===== config.mk =====
export PLATFORM = sky130hd
export DESIGN_NAME = pps_sequencer
export DESIGN_NICKNAME = d
export VERILOG_FILES = /design/src/pps_pkg.sv /design/src/pps_sync.sv /design/src/pps_timer.sv /design/src/pps_sequencer.sv
export SDC_FILE = /design/constraint.sdc
export NUM_CORES = 1
export LEC_CHECK = 0
export ABC_AREA = 0
export BUFFER_PORTS_ARGS = -buffer_cell sky130_fd_sc_hd__buf_2
export CAP_MARGIN = 20
export CORE_ASPECT_RATIO = 0.9
export CORE_MARGIN = 4
export CORE_UTILIZATION = 52
export DETAILED_ROUTE_END_ITERATION = 8
export GPL_ROUTABILITY_DRIVEN = 0
export PLACE_DENSITY_LB_ADDON = 0.1
export SETUP_SLACK_MARGIN = 0.02
export SYNTH_ARGS = -nofsm -noshare
export SYNTH_HDL_FRONTEND = slang
export SYNTH_HIERARCHICAL = 1
export SYNTH_SLANG_ARGS = --single-unit
export TNS_END_PERCENT = 1

===== constraint.sdc =====
create_clock -name clk -period 1.92 [get_ports clk]
set_input_delay 0.384 -clock clk [delete_from_list [all_inputs] [get_ports clk]]
set_output_delay 0.384 -clock clk [all_outputs]
set_load 0.02 [all_outputs]

===== src/pps_pkg.sv =====
// Package of constants and types for the PHY power-state sequencer.
package pps_pkg;

  // ----------------------------------------------------------------
  // Register indices and address width
  // ----------------------------------------------------------------
  localparam logic [11:0] AUTONOMOUS_CONTROL_IDX   = 12'h18B;
  localparam logic [11:0] POWER_MODE_CONTROL_IDX   = 12'h18C;
  localparam logic [11:0] SLEEP_CODE_CONTROL_TWO_IDX = 12'h487;
  localparam logic [11:0] SLEEP_CODE_CONFIG_IDX    = 12'h4E5;
  localparam logic [11:0] STATE_STATUS_IDX         = 12'h4F0;
  localparam int          ADDR_W                   = 14;

  // ----------------------------------------------------------------
  // Field positions and reset values
  // ----------------------------------------------------------------
  localparam int          AUTO_TX_EN_BIT    = 0;
  localparam int          AUTO_SLEEP_EN_BIT = 1;
  localparam int          POWER_MODE_CONTROL_NORMAL_BIT   = 0;
  localparam int          POWER_MODE_CONTROL_SLEEP_BIT    = 1;
  localparam int          CTRL2_RX_EN_BIT   = 0;
  localparam int          CFG_STREAM_LSB    = 8;
  localparam logic [15:0] AUTO_RESET        = 16'h0002;
  localparam logic [15:0] ZERO16            = 16'h0000;
  localparam logic [31:0] ZERO32            = 32'h0000_0000;

  // ----------------------------------------------------------------
  // Timing
  // ----------------------------------------------------------------
  localparam int CLK_HZ            = 10_000_000;
  localparam int SLEEP_RQST_US     = 1000;
  localparam int SILENT_US         = 8000;
  localparam int SLEEP_RQST_CYCLES = SLEEP_RQST_US * (CLK_HZ / 1_000_000);
  localparam int SILENT_CYCLES     = SILENT_US * (CLK_HZ / 1_000_000);
  localparam int TMR_W             = 17;

  // ----------------------------------------------------------------
  // Power states
  // ----------------------------------------------------------------
  typedef enum logic [4:0] {
    ST_NORMAL  = 5'b00001,
    ST_SLP_REQ = 5'b00010,
    ST_SILENT  = 5'b00100,
    ST_STANDBY = 5'b01000,
    ST_SLEEP   = 5'b10000
  } pps_state_t;

endpackage : pps_pkg


===== src/pps_sync.sv =====
// Two-flip-flop synchroniser for one asynchronous level.
`timescale 1ns/10ps
`default_nettype none
module pps_sync (
  // Clock and reset
  input  wire logic clk,
  input  wire logic arst_n,
  // Level in and out
  input  wire logic din,
  output var  logic dout
);
  logic meta_reg;

  always_ff @(posedge clk or negedge arst_n) begin
    if (!arst_n) begin
      meta_reg <= 1'b0;
      dout     <= 1'b0;
    end else begin
      meta_reg <= din;
      dout     <= meta_reg;
    end
  end
endmodule : pps_sync
`default_nettype wire


===== src/pps_timer.sv =====
// Cycle counter that clears on state entry and flags expiry.
`timescale 1ns/10ps
`default_nettype none
module pps_timer #(
  parameter logic [16:0] LIMIT = 17'h0_2710
) (
  // Clock and reset
  input  wire logic clk,
  input  wire logic arst_n,
  // Control
  input  wire logic run,
  output var  logic expired
);
  logic [16:0] cnt_reg;

  always_ff @(posedge clk or negedge arst_n) begin
    if (!arst_n) begin
      cnt_reg <= 17'h0_0000;
      expired <= 1'b0;
    end else if (!run) begin
      cnt_reg <= 17'h0_0000;
      expired <= 1'b0;
    end else if (cnt_reg != LIMIT) begin
      cnt_reg <= cnt_reg + 17'h0_0001;
      expired <= (cnt_reg + 17'h0_0001) == LIMIT;
    end
  end
endmodule : pps_timer
`default_nettype wire


===== src/pps_sequencer.sv =====
// Power-mode sequencer of a single-pair Ethernet PHY with an APB register slave.
// How it works
// - Normal never goes straight to Standby.
// - Received sleep-request codes move Normal into Sleep Request.
// - Sleep-request codes are sent only with autonomous control bit 0 set.
// - Incoming sleep-request codes count only with control-two bit 0 set.
// - Power mode bit 1 enters Sleep Request and starts code transmission.
// - Power mode bit 0 in Sleep Request forces Normal.
// - A frame before sleep-request timer expiry returns to Normal.
// - Sleep Request never goes straight to Standby.
// - Codes received plus timer expiry, or quiet cable, enter Silent.
// - Silent is entered only while wake input is low.
// - Silent to Standby when sleep disabled and silent timer expired.
// - Non-quiet codes before silent timer expiry move Silent to Standby.
// - Silent to Sleep on timer expiry or no activity anywhere.
// - Sleep-request timer starts at entry, one millisecond.
// - Silent timer lasts eight milliseconds; Sleep needs sleep enable.
// - Sleep disables everything but energy detect and wake; registers lost, no access.
// - Sleep is left on cable energy or wake high.
`timescale 1ns/10ps
`default_nettype none
module pps_sequencer (
  // Clock and reset
  input  wire logic        clk,
  input  wire logic        arst_n,
  // APB slave
  input  wire logic        psel,
  input  wire logic        penable,
  input  wire logic        pwrite,
  input  wire logic [13:0] paddr,
  input  wire logic [31:0] pwdata,
  output var  logic [31:0] prdata,
  output var  logic        pready,
  output var  logic        pslverr,
  // Cable and MAC indications from the PCS
  input  wire logic        sleep_request_codes_rx,
  input  wire logic        quiet_rx,
  input  wire logic        non_quiet_rx,
  input  wire logic        energy_det,
  input  wire logic        frame_seen,
  input  wire logic        activity,
  // Local wake pin
  input  wire logic        wake_pin,
  // Power state outputs
  output var  logic        sleep_request_codes_tx,
  output var  logic        send_quiet,
  output var  logic        pcs_pma_en,
  output var  logic        sleep_mode,
  output var  logic [4:0]  power_state
);

  // ----------------------------------------------------------------
  // Synchronised pin
  // ----------------------------------------------------------------
  logic wake_s;

  pps_sync u_wake_sync (
    .clk    (clk),
    .arst_n (arst_n),
    .din    (wake_pin),
    .dout   (wake_s)
  );

  // ----------------------------------------------------------------
  // State and registers
  // ----------------------------------------------------------------
  pps_pkg::pps_state_t state_reg;
  pps_pkg::pps_state_t state_next;
  logic [15:0] autonomous_control_reg;
  logic [15:0] power_mode_reg;
  logic [15:0] sleep_code_control_two_reg;
  logic [15:0] sleep_code_config_reg;
  logic        rq_run;
  logic        sil_run;
  logic        rq_expired;
  logic        sil_expired;
  logic        codes_ok;
  logic        wr_en;
  logic        rd_en;
  logic [11:0] word_idx;
  logic        mapped;
  logic        sleep_entry;

  assign word_idx = paddr[13:2];
  assign wr_en    = psel && penable && pwrite && pready;
  assign rd_en    = psel && !penable && !pwrite;
  assign mapped   = (word_idx == pps_pkg::AUTONOMOUS_CONTROL_IDX)
                 || (word_idx == pps_pkg::POWER_MODE_CONTROL_IDX)
                 || (word_idx == pps_pkg::SLEEP_CODE_CONTROL_TWO_IDX)
                 || (word_idx == pps_pkg::SLEEP_CODE_CONFIG_IDX)
                 || (word_idx == pps_pkg::STATE_STATUS_IDX);

  // Received codes only count when the PCS decoder is enabled.
  assign codes_ok = sleep_request_codes_rx
                 && sleep_code_control_two_reg[pps_pkg::CTRL2_RX_EN_BIT];

  assign sleep_entry = (state_next == pps_pkg::ST_SLEEP) && (state_reg != pps_pkg::ST_SLEEP);

  // ----------------------------------------------------------------
  // Timers
  // ----------------------------------------------------------------
  assign rq_run  = (state_reg == pps_pkg::ST_SLP_REQ) && (state_next == pps_pkg::ST_SLP_REQ);
  assign sil_run = (state_reg == pps_pkg::ST_SILENT) && (state_next == pps_pkg::ST_SILENT);

  pps_timer #(
    .LIMIT (17'(pps_pkg::SLEEP_RQST_CYCLES))
  ) u_rq_timer (
    .clk     (clk),
    .arst_n  (arst_n),
    .run     (rq_run),
    .expired (rq_expired)
  );

  pps_timer #(
    .LIMIT (17'(pps_pkg::SILENT_CYCLES))
  ) u_sil_timer (
    .clk     (clk),
    .arst_n  (arst_n),
    .run     (sil_run),
    .expired (sil_expired)
  );

  // ----------------------------------------------------------------
  // Next-state logic
  // ----------------------------------------------------------------
  always_comb begin
    state_next = state_reg;
    unique case (state_reg)
      pps_pkg::ST_STANDBY: begin
        if (energy_det || (wr_en && (word_idx == pps_pkg::POWER_MODE_CONTROL_IDX)
            && pwdata[pps_pkg::POWER_MODE_CONTROL_NORMAL_BIT])) begin
          state_next = pps_pkg::ST_NORMAL;
        end
      end
      pps_pkg::ST_NORMAL: begin
        // There is no path from here to Standby.
        if (codes_ok) begin
          state_next = pps_pkg::ST_SLP_REQ;
        end else if (wr_en && (word_idx == pps_pkg::POWER_MODE_CONTROL_IDX)
                     && pwdata[pps_pkg::POWER_MODE_CONTROL_SLEEP_BIT]) begin
          state_next = pps_pkg::ST_SLP_REQ;
        end
      end
      pps_pkg::ST_SLP_REQ: begin
        // Standby is never a target from Sleep Request.
        if (wr_en && (word_idx == pps_pkg::POWER_MODE_CONTROL_IDX)
            && pwdata[pps_pkg::POWER_MODE_CONTROL_NORMAL_BIT]) begin
          state_next = pps_pkg::ST_NORMAL;
        end else if (frame_seen && !rq_expired) begin
          state_next = pps_pkg::ST_NORMAL;
        end else if (!wake_s && ((codes_ok && rq_expired) || quiet_rx)) begin
          state_next = pps_pkg::ST_SILENT;
        end
      end
      pps_pkg::ST_SILENT: begin
        if (non_quiet_rx && !sil_expired) begin
          state_next = pps_pkg::ST_STANDBY;
        end else if (sil_expired
                     && !autonomous_control_reg[pps_pkg::AUTO_SLEEP_EN_BIT]) begin
          state_next = pps_pkg::ST_STANDBY;
        end else if (autonomous_control_reg[pps_pkg::AUTO_SLEEP_EN_BIT]
                     && (sil_expired || !activity)) begin
          state_next = pps_pkg::ST_SLEEP;
        end
      end
      pps_pkg::ST_SLEEP: begin
        if (energy_det || wake_s) begin
          state_next = pps_pkg::ST_STANDBY;
        end
      end
    endcase
  end

  always_ff @(posedge clk or negedge arst_n) begin
    if (!arst_n) begin
      state_reg <= pps_pkg::ST_STANDBY;
    end else begin
      state_reg <= state_next;
    end
  end

  // ----------------------------------------------------------------
  // Register file
  // ----------------------------------------------------------------
  // Entering Sleep wipes the configuration, as the whole digital core is unpowered there.
  always_ff @(posedge clk or negedge arst_n) begin
    if (!arst_n) begin
      autonomous_control_reg     <= pps_pkg::AUTO_RESET;
      power_mode_reg             <= pps_pkg::ZERO16;
      sleep_code_control_two_reg <= pps_pkg::ZERO16;
      sleep_code_config_reg      <= pps_pkg::ZERO16;
    end else if (sleep_entry || state_reg == pps_pkg::ST_SLEEP) begin
      autonomous_control_reg     <= pps_pkg::AUTO_RESET;
      power_mode_reg             <= pps_pkg::ZERO16;
      sleep_code_control_two_reg <= pps_pkg::ZERO16;
      sleep_code_config_reg      <= pps_pkg::ZERO16;
    end else if (wr_en) begin
      if (word_idx == pps_pkg::AUTONOMOUS_CONTROL_IDX) begin
        autonomous_control_reg <= pwdata[15:0];
      end
      if (word_idx == pps_pkg::POWER_MODE_CONTROL_IDX) begin
        power_mode_reg <= pwdata[15:0];
      end
      if (word_idx == pps_pkg::SLEEP_CODE_CONTROL_TWO_IDX) begin
        sleep_code_control_two_reg <= pwdata[15:0];
      end
      if (word_idx == pps_pkg::SLEEP_CODE_CONFIG_IDX) begin
        sleep_code_config_reg <= pwdata[15:0];
      end
    end
  end

  // ----------------------------------------------------------------
  // APB answer
  // ----------------------------------------------------------------
  // No wait state: pready rises in the first access cycle.
  always_ff @(posedge clk or negedge arst_n) begin
    if (!arst_n) begin
      pready  <= 1'b0;
      pslverr <= 1'b0;
    end else begin
      pready  <= psel && !penable;
      // Sleep refuses all management access.
      pslverr <= psel && !penable
                 && (!mapped || state_reg == pps_pkg::ST_SLEEP);
    end
  end

  always_ff @(posedge clk or negedge arst_n) begin
    if (!arst_n) begin
      prdata <= pps_pkg::ZERO32;
    end else if (rd_en && state_reg != pps_pkg::ST_SLEEP) begin
      unique case (word_idx)
        pps_pkg::AUTONOMOUS_CONTROL_IDX:     prdata <= {16'h0000, autonomous_control_reg};
        pps_pkg::POWER_MODE_CONTROL_IDX:     prdata <= {16'h0000, power_mode_reg};
        pps_pkg::SLEEP_CODE_CONTROL_TWO_IDX: prdata <= {16'h0000, sleep_code_control_two_reg};
        pps_pkg::SLEEP_CODE_CONFIG_IDX:      prdata <= {16'h0000, sleep_code_config_reg};
        pps_pkg::STATE_STATUS_IDX:           prdata <= {27'h000_0000, state_reg};
        default:                             prdata <= pps_pkg::ZERO32;
      endcase
    end else if (rd_en) begin
      prdata <= pps_pkg::ZERO32;
    end
  end

  // ----------------------------------------------------------------
  // Outputs
  // ----------------------------------------------------------------
  always_ff @(posedge clk or negedge arst_n) begin
    if (!arst_n) begin
      sleep_request_codes_tx <= 1'b0;
      send_quiet             <= 1'b0;
      pcs_pma_en             <= 1'b0;
      sleep_mode             <= 1'b0;
      power_state            <= pps_pkg::ST_STANDBY;
    end else begin
      sleep_request_codes_tx <= (state_next == pps_pkg::ST_SLP_REQ)
                              && autonomous_control_reg[pps_pkg::AUTO_TX_EN_BIT];
      send_quiet             <= state_next == pps_pkg::ST_SILENT;
      pcs_pma_en             <= (state_next == pps_pkg::ST_NORMAL)
                              || (state_next == pps_pkg::ST_SLP_REQ);
      sleep_mode             <= state_next == pps_pkg::ST_SLEEP;
      power_state            <= state_next;
    end
  end

  // ----------------------------------------------------------------
  // Checks
  // ----------------------------------------------------------------
  chk_no_norm_stby: assert property (@(posedge clk) disable iff (!arst_n)
    state_reg == pps_pkg::ST_NORMAL |=> state_reg != pps_pkg::ST_STANDBY)
    else $error("Normal went straight to Standby.");

  chk_codes_enter: assert property (@(posedge clk) disable iff (!arst_n)
    (state_reg == pps_pkg::ST_NORMAL && codes_ok) |=> state_reg == pps_pkg::ST_SLP_REQ)
    else $error("Received codes did not enter Sleep Request.");

  chk_tx_gated: assert property (@(posedge clk) disable iff (!arst_n)
    sleep_request_codes_tx |-> $past(autonomous_control_reg[pps_pkg::AUTO_TX_EN_BIT]))
    else $error("Codes sent without transmit enable.");

  chk_rx_gated: assert property (@(posedge clk) disable iff (!arst_n)
    (state_reg == pps_pkg::ST_NORMAL && !sleep_code_control_two_reg[0]
     && !wr_en) |=> state_reg != pps_pkg::ST_SLP_REQ)
    else $error("Codes recognised while decoding disabled.");

  chk_force_normal: assert property (@(posedge clk) disable iff (!arst_n)
    (state_reg == pps_pkg::ST_SLP_REQ && wr_en && word_idx == pps_pkg::POWER_MODE_CONTROL_IDX
     && pwdata[0]) |=> state_reg == pps_pkg::ST_NORMAL ##1 pcs_pma_en)
    else $error("Normal force did not act.");

  chk_no_rq_stby: assert property (@(posedge clk) disable iff (!arst_n)
    state_reg == pps_pkg::ST_SLP_REQ |=> state_reg != pps_pkg::ST_STANDBY)
    else $error("Sleep Request went straight to Standby.");

  chk_wake_blocks: assert property (@(posedge clk) disable iff (!arst_n)
    (state_reg == pps_pkg::ST_SLP_REQ && wake_s) |=> state_reg != pps_pkg::ST_SILENT)
    else $error("Silent entered with wake high.");

  chk_sleep_leave: assert property (@(posedge clk) disable iff (!arst_n)
    (state_reg == pps_pkg::ST_SLEEP && energy_det) |=> state_reg == pps_pkg::ST_STANDBY
    ##1 !sleep_mode)
    else $error("Sleep not left on energy.");

  chk_rq_timeout: assert property (@(posedge clk) disable iff (!arst_n)
    $rose(state_reg == pps_pkg::ST_SLP_REQ) |-> !rq_expired [*8])
    else $error("Sleep-request timer expired too early.");

  chk_sw_enter: assert property (@(posedge clk) disable iff (!arst_n)
    (state_reg == pps_pkg::ST_NORMAL && wr_en && word_idx == pps_pkg::POWER_MODE_CONTROL_IDX
     && pwdata[pps_pkg::POWER_MODE_CONTROL_SLEEP_BIT]) |=> state_reg == pps_pkg::ST_SLP_REQ)
    else $error("Power mode write did not enter Sleep Request.");

  chk_frame_abort: assert property (@(posedge clk) disable iff (!arst_n)
    (state_reg == pps_pkg::ST_SLP_REQ && frame_seen && !rq_expired)
    |=> state_reg == pps_pkg::ST_NORMAL)
    else $error("Frame did not abandon Sleep Request.");

  chk_quiet_enter: assert property (@(posedge clk) disable iff (!arst_n)
    (state_reg == pps_pkg::ST_SLP_REQ && quiet_rx && !wake_s && !frame_seen && !wr_en)
    |=> state_reg == pps_pkg::ST_SILENT && send_quiet)
    else $error("Quiet cable did not enter Silent.");

  chk_busy_stby: assert property (@(posedge clk) disable iff (!arst_n)
    (state_reg == pps_pkg::ST_SILENT && non_quiet_rx && !sil_expired)
    |=> state_reg == pps_pkg::ST_STANDBY)
    else $error("Line activity in Silent did not reach Standby.");

  chk_idle_sleep: assert property (@(posedge clk) disable iff (!arst_n)
    (state_reg == pps_pkg::ST_SILENT && !non_quiet_rx && !activity
     && autonomous_control_reg[pps_pkg::AUTO_SLEEP_EN_BIT])
    |=> state_reg == pps_pkg::ST_SLEEP && sleep_mode)
    else $error("Idle Silent did not reach Sleep.");

  chk_sleep_wipe: assert property (@(posedge clk) disable iff (!arst_n)
    state_reg == pps_pkg::ST_SLEEP |-> autonomous_control_reg == pps_pkg::AUTO_RESET
    && power_mode_reg == pps_pkg::ZERO16 && sleep_code_control_two_reg == pps_pkg::ZERO16)
    else $error("Configuration kept in Sleep.");

  chk_sleep_refuse: assert property (@(posedge clk) disable iff (!arst_n)
    (psel && !penable && state_reg == pps_pkg::ST_SLEEP) |=> pready && pslverr)
    else $error("Access in Sleep was not refused.");

endmodule : pps_sequencer
`default_nettype wire


* Yosys cells after proc, flatten, opt, wreduce, memory -nomap -nowiden
Index checks and enable logic that the tools add are counted.
** Storage, ports and cells
- Bits in registers :: 145
** Operators by class
- Reductions and logical operators :: 50
- Multiplexer cells :: 34
- $add $sub $neg :: 2
- Eq/ne operators :: 21
** Operators with widths (count)
- 16-bit 2-to-1 mux :: 12
- 16-bit case mux with 5 select lines :: 1
- 17-bit 2-to-1 mux :: 4
- 32-bit 2-to-1 mux :: 2
- 5-bit 2-to-1 mux :: 10
- 12-bit by 11-bit == test with 1-bit output, second input constant :: 3
- 17-bit by 1-bit adder with 17-bit output, second input constant :: 2
- 5-bit case mux with 5 select lines :: 1
- 12-bit by 9-bit == test with 1-bit output, second input constant :: 2
- 1-bit logical AND :: 21
- 17-bit by 14-bit == test with 1-bit output, second input constant :: 1
- 17-bit == test, second input constant :: 1
- 17-bit by 14-bit != test with 1-bit output, second input constant :: 1
- 17-bit != test, second input constant :: 1
- 2-bit nonzero test :: 6
- 1-bit logical OR :: 11
- 5-bit by 1-bit == test with 1-bit output, second input constant :: 2
- 5-bit by 2-bit == test with 1-bit output, second input constant :: 2
- 5-bit by 3-bit == test with 1-bit output, second input constant :: 2
- 5-bit == test, second input constant :: 2
- 1-bit logical NOT :: 8
- 2-bit AND reduction :: 4
- 5-bit by 4-bit == test with 1-bit output, second input constant :: 1
- 5-bit != test, second input constant :: 1
- other kinds (2) :: 6

* Longest topological paths before layout
- Depth after elaboration :: 13
- Gate-level depth with buffers :: 9
- Mapped depth without buffers :: 7

* Modules after synthesis
Netlist, hierarchy kept.
** By module, submodules not included
- pps_sequencer :: seq. area each 2279.7 µm², area each 4608.2 µm², times used 1, cells each 485
- pps_timer at u_rq_timer :: seq. area each 450.4 µm², area each 1204.9 µm², times used 1, cells each 123
- pps_timer at u_sil_timer :: seq. area each 450.4 µm², area each 1152.4 µm², times used 1, cells each 119
- pps_sync :: seq. area each 50.0 µm², area each 50.0 µm², times used 1, cells each 2

* Worst setup path after synthesis
Ideal clock, no wire load.
- Path kind :: register -> register
- From :: reg, netlist name power_state[1]
- To :: reg pcs_pma_en
- Slack :: -281 ps
- Period minus slack after synthesis :: 2201 ps
- Library setup time :: 136 ps
- Cell stages (with the launch flop) :: 8
- Data arrival time :: 2065 ps
- Cells stage by stage :: dfrtp_1 -> buf_6 -> or4b_4 -> o311a_1 -> or2_4 -> a311oi_2 -> o211a_1 -> nor4b_2
** RTL lines
- end signal: assignment :: RTL line pps_sequencer.sv:260 : pcs_pma_en <= (state_next == pps_pkg::ST_NORMAL)
- end: declaration :: RTL line pps_sequencer.sv:47 : output var logic pcs_pma_en,

==> run_results.csv <==
group,metric,value,unit
status,outcome,"finished, violations left",
status,failed_checks,"setup timing",
clock_tree,clk_latency,0.43,ns
cells_and_area,final_common_cell,"sky130_fd_sc_hd__nand2_1",
route,wl_met1,7710,um
setup_path,timing.setup.critical_path_class,"flop to flop",
setup_path,cpPeakStageDelay,0.54,ns
timing,fin_worst_hold_slack,0.0527,ns
power,intPower,5.14,mW
floorplanning,row_count,39,
timing,timing.setup.tns,-0.387,ns
clock_tree,h-tree-depth,4,
power,power.leakage,3.83,nW
clock_tree,cts_sinks,129,
setup_path,critical_path_capture_point_type,"flop",
timing,final-hold-violation-count,0,
route,routed_wl,17700,um
power,netSwitchingFraction,24.8,%
clock_tree,tritoncts,"yes",
cells_and_area,drive_gt1_share,27.9,%
logic_synthesis,yosysUniqueCellTypes,83,
route,drt_drc_violations_left,0,
timing,timing.final.max_slew_violations,0,
placement,place.port_buffers,66,
global_routing,grt.total_usage,24.1,%
logic_synthesis,async_sr_flop_fraction,100,%
setup_path,critical_path.reg2reg.endpoint,"pcs_pma_en",
setup_path,cp-start-kind,"flop",
power,finalPower,6.84,mW
power,net_switching_component_of_the_power,1.70,mW
global_routing,pin_count_of_the_biggest_net_entering_global_routing,36,
worst_hold_path,worstHoldEndpoint,"u_wake_sync/meta_reg",
worst_hold_path,holdCritPathClass,"primary input to flop",
cells_and_area,layout_area_overhead,23.2,%
cells_and_area,finish.utilization,66.8,%
placement,placed_standard_cell_area,7930,sq um
global_routing,grt_pass1_wl,29500,um
route,met2WireLength,8830,um
setup_path,reg2regPathDepth,6,
timing,setup_repair_after_global_routing_missed_its_margin,"yes",
setup_path,cp_data_required_time,2.25,ns
cells_and_area,n_antenna_cell,0,
timing,worst_setup_slack_after_layout,-0.204,ns
global_routing,globalRoute.totalOverflow,0,
floorplanning,fp.dieArea,15400,sq um
power,proportion_of_power_drawn_by_flip_flops_and_latches,40.5,%
worst_hold_path,worst_hold_startpoint,"wake_pin",
setup_path,timing.critical_path.max_delay_family,"simple AND/OR/NAND/NOR gates",
placement,preCtsSetupSlack,-0.399,ns
clock_tree,cts.clk_slew.worst_paths,0.06,ns
cells_and_area,postLayoutCellArea,8640,sq um
logic_synthesis,post_synth_instance_area,7020,sq um
setup_path,critical_path_buf_inv_count,0,
floorplanning,starting_utilization_of_the_core_area,54.3,%
clock_tree,numCtsBuffers,17,
placement,dp_hpwl,12600,um
clock_tree,clockRootBuffer,"sky130_fd_sc_hd__clkbuf_16",
floorplanning,die_x,130,um
timing,min_tclk_post_route,2.12,ns
clock_tree,ctsLongestPathBuffers,2,
timing,setup-violations-final,3,
floorplanning,core_region_area,12900,sq um
logic_synthesis,yosys_reg_bits,129,
floorplanning,io-pin-count,101,
logic_synthesis,synth_enable_flop_cells,0,
worst_hold_path,hold_depth,1,
route,detail-route-antenna-nets,0,
power,power-per-cell-area,791,nW/um^2
logic_synthesis,ys_dominant_reg_cell,"sky130_fd_sc_hd__dfrtp_1",
cells_and_area,n_fill_cell,1015,
setup_path,timing.rr.start,"power_state[0]",
cells_and_area,mostFrequentLayoutCells,"sky130_fd_sc_hd__nand2_1, sky130_fd_sc_hd__dfrtp_1, sky130_fd_sc_hd__buf_4",
route,drtIter0Drc,451,
run,drv_cap,0,
route,dr.pass1.iters,6,
timing,timing.final.crit_share,111,%
setup_path,crit_path_cell_trace,"or4b_1 > o311a_1 > or2_4 > a311oi_4 > a211oi_2 > nor4b_2",
cells_and_area,nNetsFinal,909,
timing,worst_clock_skew,0.0114,ns
setup_path,ff2ff_setup_slack,-0.20,ns
route,top_signal_layer_used,"met4",
logic_synthesis,syn_area_per_cell,9.62,sq um
route,dr_total_vias,5886,
power,irDropWorstVdd,0.624,mV
timing,timing.fmax,471,MHz
power,combinationalPowerShare,11.7,%
route,routed_wire_length_per_instance,17.3,um
logic_synthesis,post_synth_inst_count,729,
setup_path,critPathArrivalTime,2.46,ns
cells_and_area,instances_no_fill,1024,
placement,placedCellCount,988,
route,met3_length,938,um
global_routing,vias_in_the_first_global_route,5891,
setup_path,slowest_stage,"sky130_fd_sc_hd__or4b_1",
logic_synthesis,seq_area_frac_synth,46.0,%
setup_path,critical_path_peak_fanout,6,
global_routing,grt_antenna_before_repair,0,
logic_synthesis,synthesis.yosys.warnings,6,
route,routed_via_density,5.75,
floorplanning,die_height,118,um
power,clock_power_share,47.8,%
[timing repair]
| item | 4_1_cts | 5_1_grt |
|---|---|---|
| endpoints found under the hold margin | 9 | 0 |
| hold buffers | 1 | 0 |
| buffers inserted | 3 | 0 |
| pin swaps | 2 | 1 |
| endpoints found under the setup margin | 16 | 59 |
| gates resized for setup | 10 | 6 |
[cells by family (layout without fill, tap and decap cells)]
kind of cell    Yosys count  in the layout  synth area share, %
fa+ha+maj                 4              4                0.713
other cells               1             16               0.0535
compound gates          140            140                 14.6
mux                      19             19                 2.73
flops                   129            129                 46.0
buf+inv                  77            193                 6.87
xor+xnor                 35             35                 4.37
simple gates            324            324                 24.6
[synthesized netlist by cell type, types with 9 or more instances]
master,count,area [sq um]
sky130_fd_sc_hd__a21boi_0,11,82.6
sky130_fd_sc_hd__buf_4,26,195
sky130_fd_sc_hd__nand3_1,28,140
sky130_fd_sc_hd__nand4_1,13,81.3
sky130_fd_sc_hd__mux2i_1,18,180
sky130_fd_sc_hd__nor2_1,63,236
sky130_fd_sc_hd__a22oi_1,10,75.1
sky130_fd_sc_hd__nor2b_1,9,56.3
sky130_fd_sc_hd__inv_1,10,37.5
sky130_fd_sc_hd__and2_1,12,75.1
sky130_fd_sc_hd__buf_2,13,65.1
sky130_fd_sc_hd__xnor2_1,20,175
sky130_fd_sc_hd__xor2_1,15,131
sky130_fd_sc_hd__clkbuf_1,18,67.6
sky130_fd_sc_hd__o31ai_1,13,97.6
sky130_fd_sc_hd__a222oi_1,11,110
sky130_fd_sc_hd__dfrtp_1,127,3180
sky130_fd_sc_hd__a21oi_1,52,260
sky130_fd_sc_hd__nand2_1,131,492
[layer usage]
layer,vias up,GRT usage (%)
met5,-,0
met4,0,8.23
met3,23,4.83
met2,181,39.1
met1,2890,32.5
li1,2792,-
[worst max path at each step]
stage,from,endpoint,slack [ns],cells after the start
after floorplan,paddr[7],sleep_code_control_two_reg[10],-0.18,8
after global placement,paddr[7],prdata[5],-0.31,7
after detailed placement,paddr[7],prdata[13],-0.40,7
after CTS,power_state[0],pcs_pma_en,-0.14,6
after global routing,power_state[0],pcs_pma_en,-0.35,8
final,power_state[0],pcs_pma_en,-0.20,6
[power groups by stage]
| stage | sequential (mW) | combinational, mW | clock, mW |
|---|---|---|---|
| after floorplan | 2.85 | 0.316 | 0 |
| after global placement | 2.82 | 0.653 | 0 |
| after detailed placement | 2.82 | 0.665 | 0 |
| after CTS | 2.77 | 0.794 | 3.32 |
| after global routing | 2.78 | 0.873 | 3.45 |
| final | 2.77 | 0.799 | 3.27 |
[layout make-up]
| class | instances | area [sq um] | area share [%] |
|---|---|---|---|
| clock buffers | 19 | 453 | 5.24 |
| clock inverters | 13 | 149 | 1.72 |
| inverters | 10 | 37.5 | 0.434 |
| multi-input cells | 538 | 3460 | 40.1 |
| flip-flops and latches | 129 | 3240 | 37.5 |
| well taps | 164 | 205 | 2.37 |
| repair buffers | 151 | 1100 | 12.7 |
[worst register-to-register path, delay by kind of cell, from the launching register on]
| kind | cells | cell delay (ns) |
|---|---|---|
| AOI/OAI and AO/OA | 3 | 0.51 |
| DFF | 1 | 0.45 |
| and+or+nand+nor | 3 | 1.08 |
(Power assumes the default switching activity.)
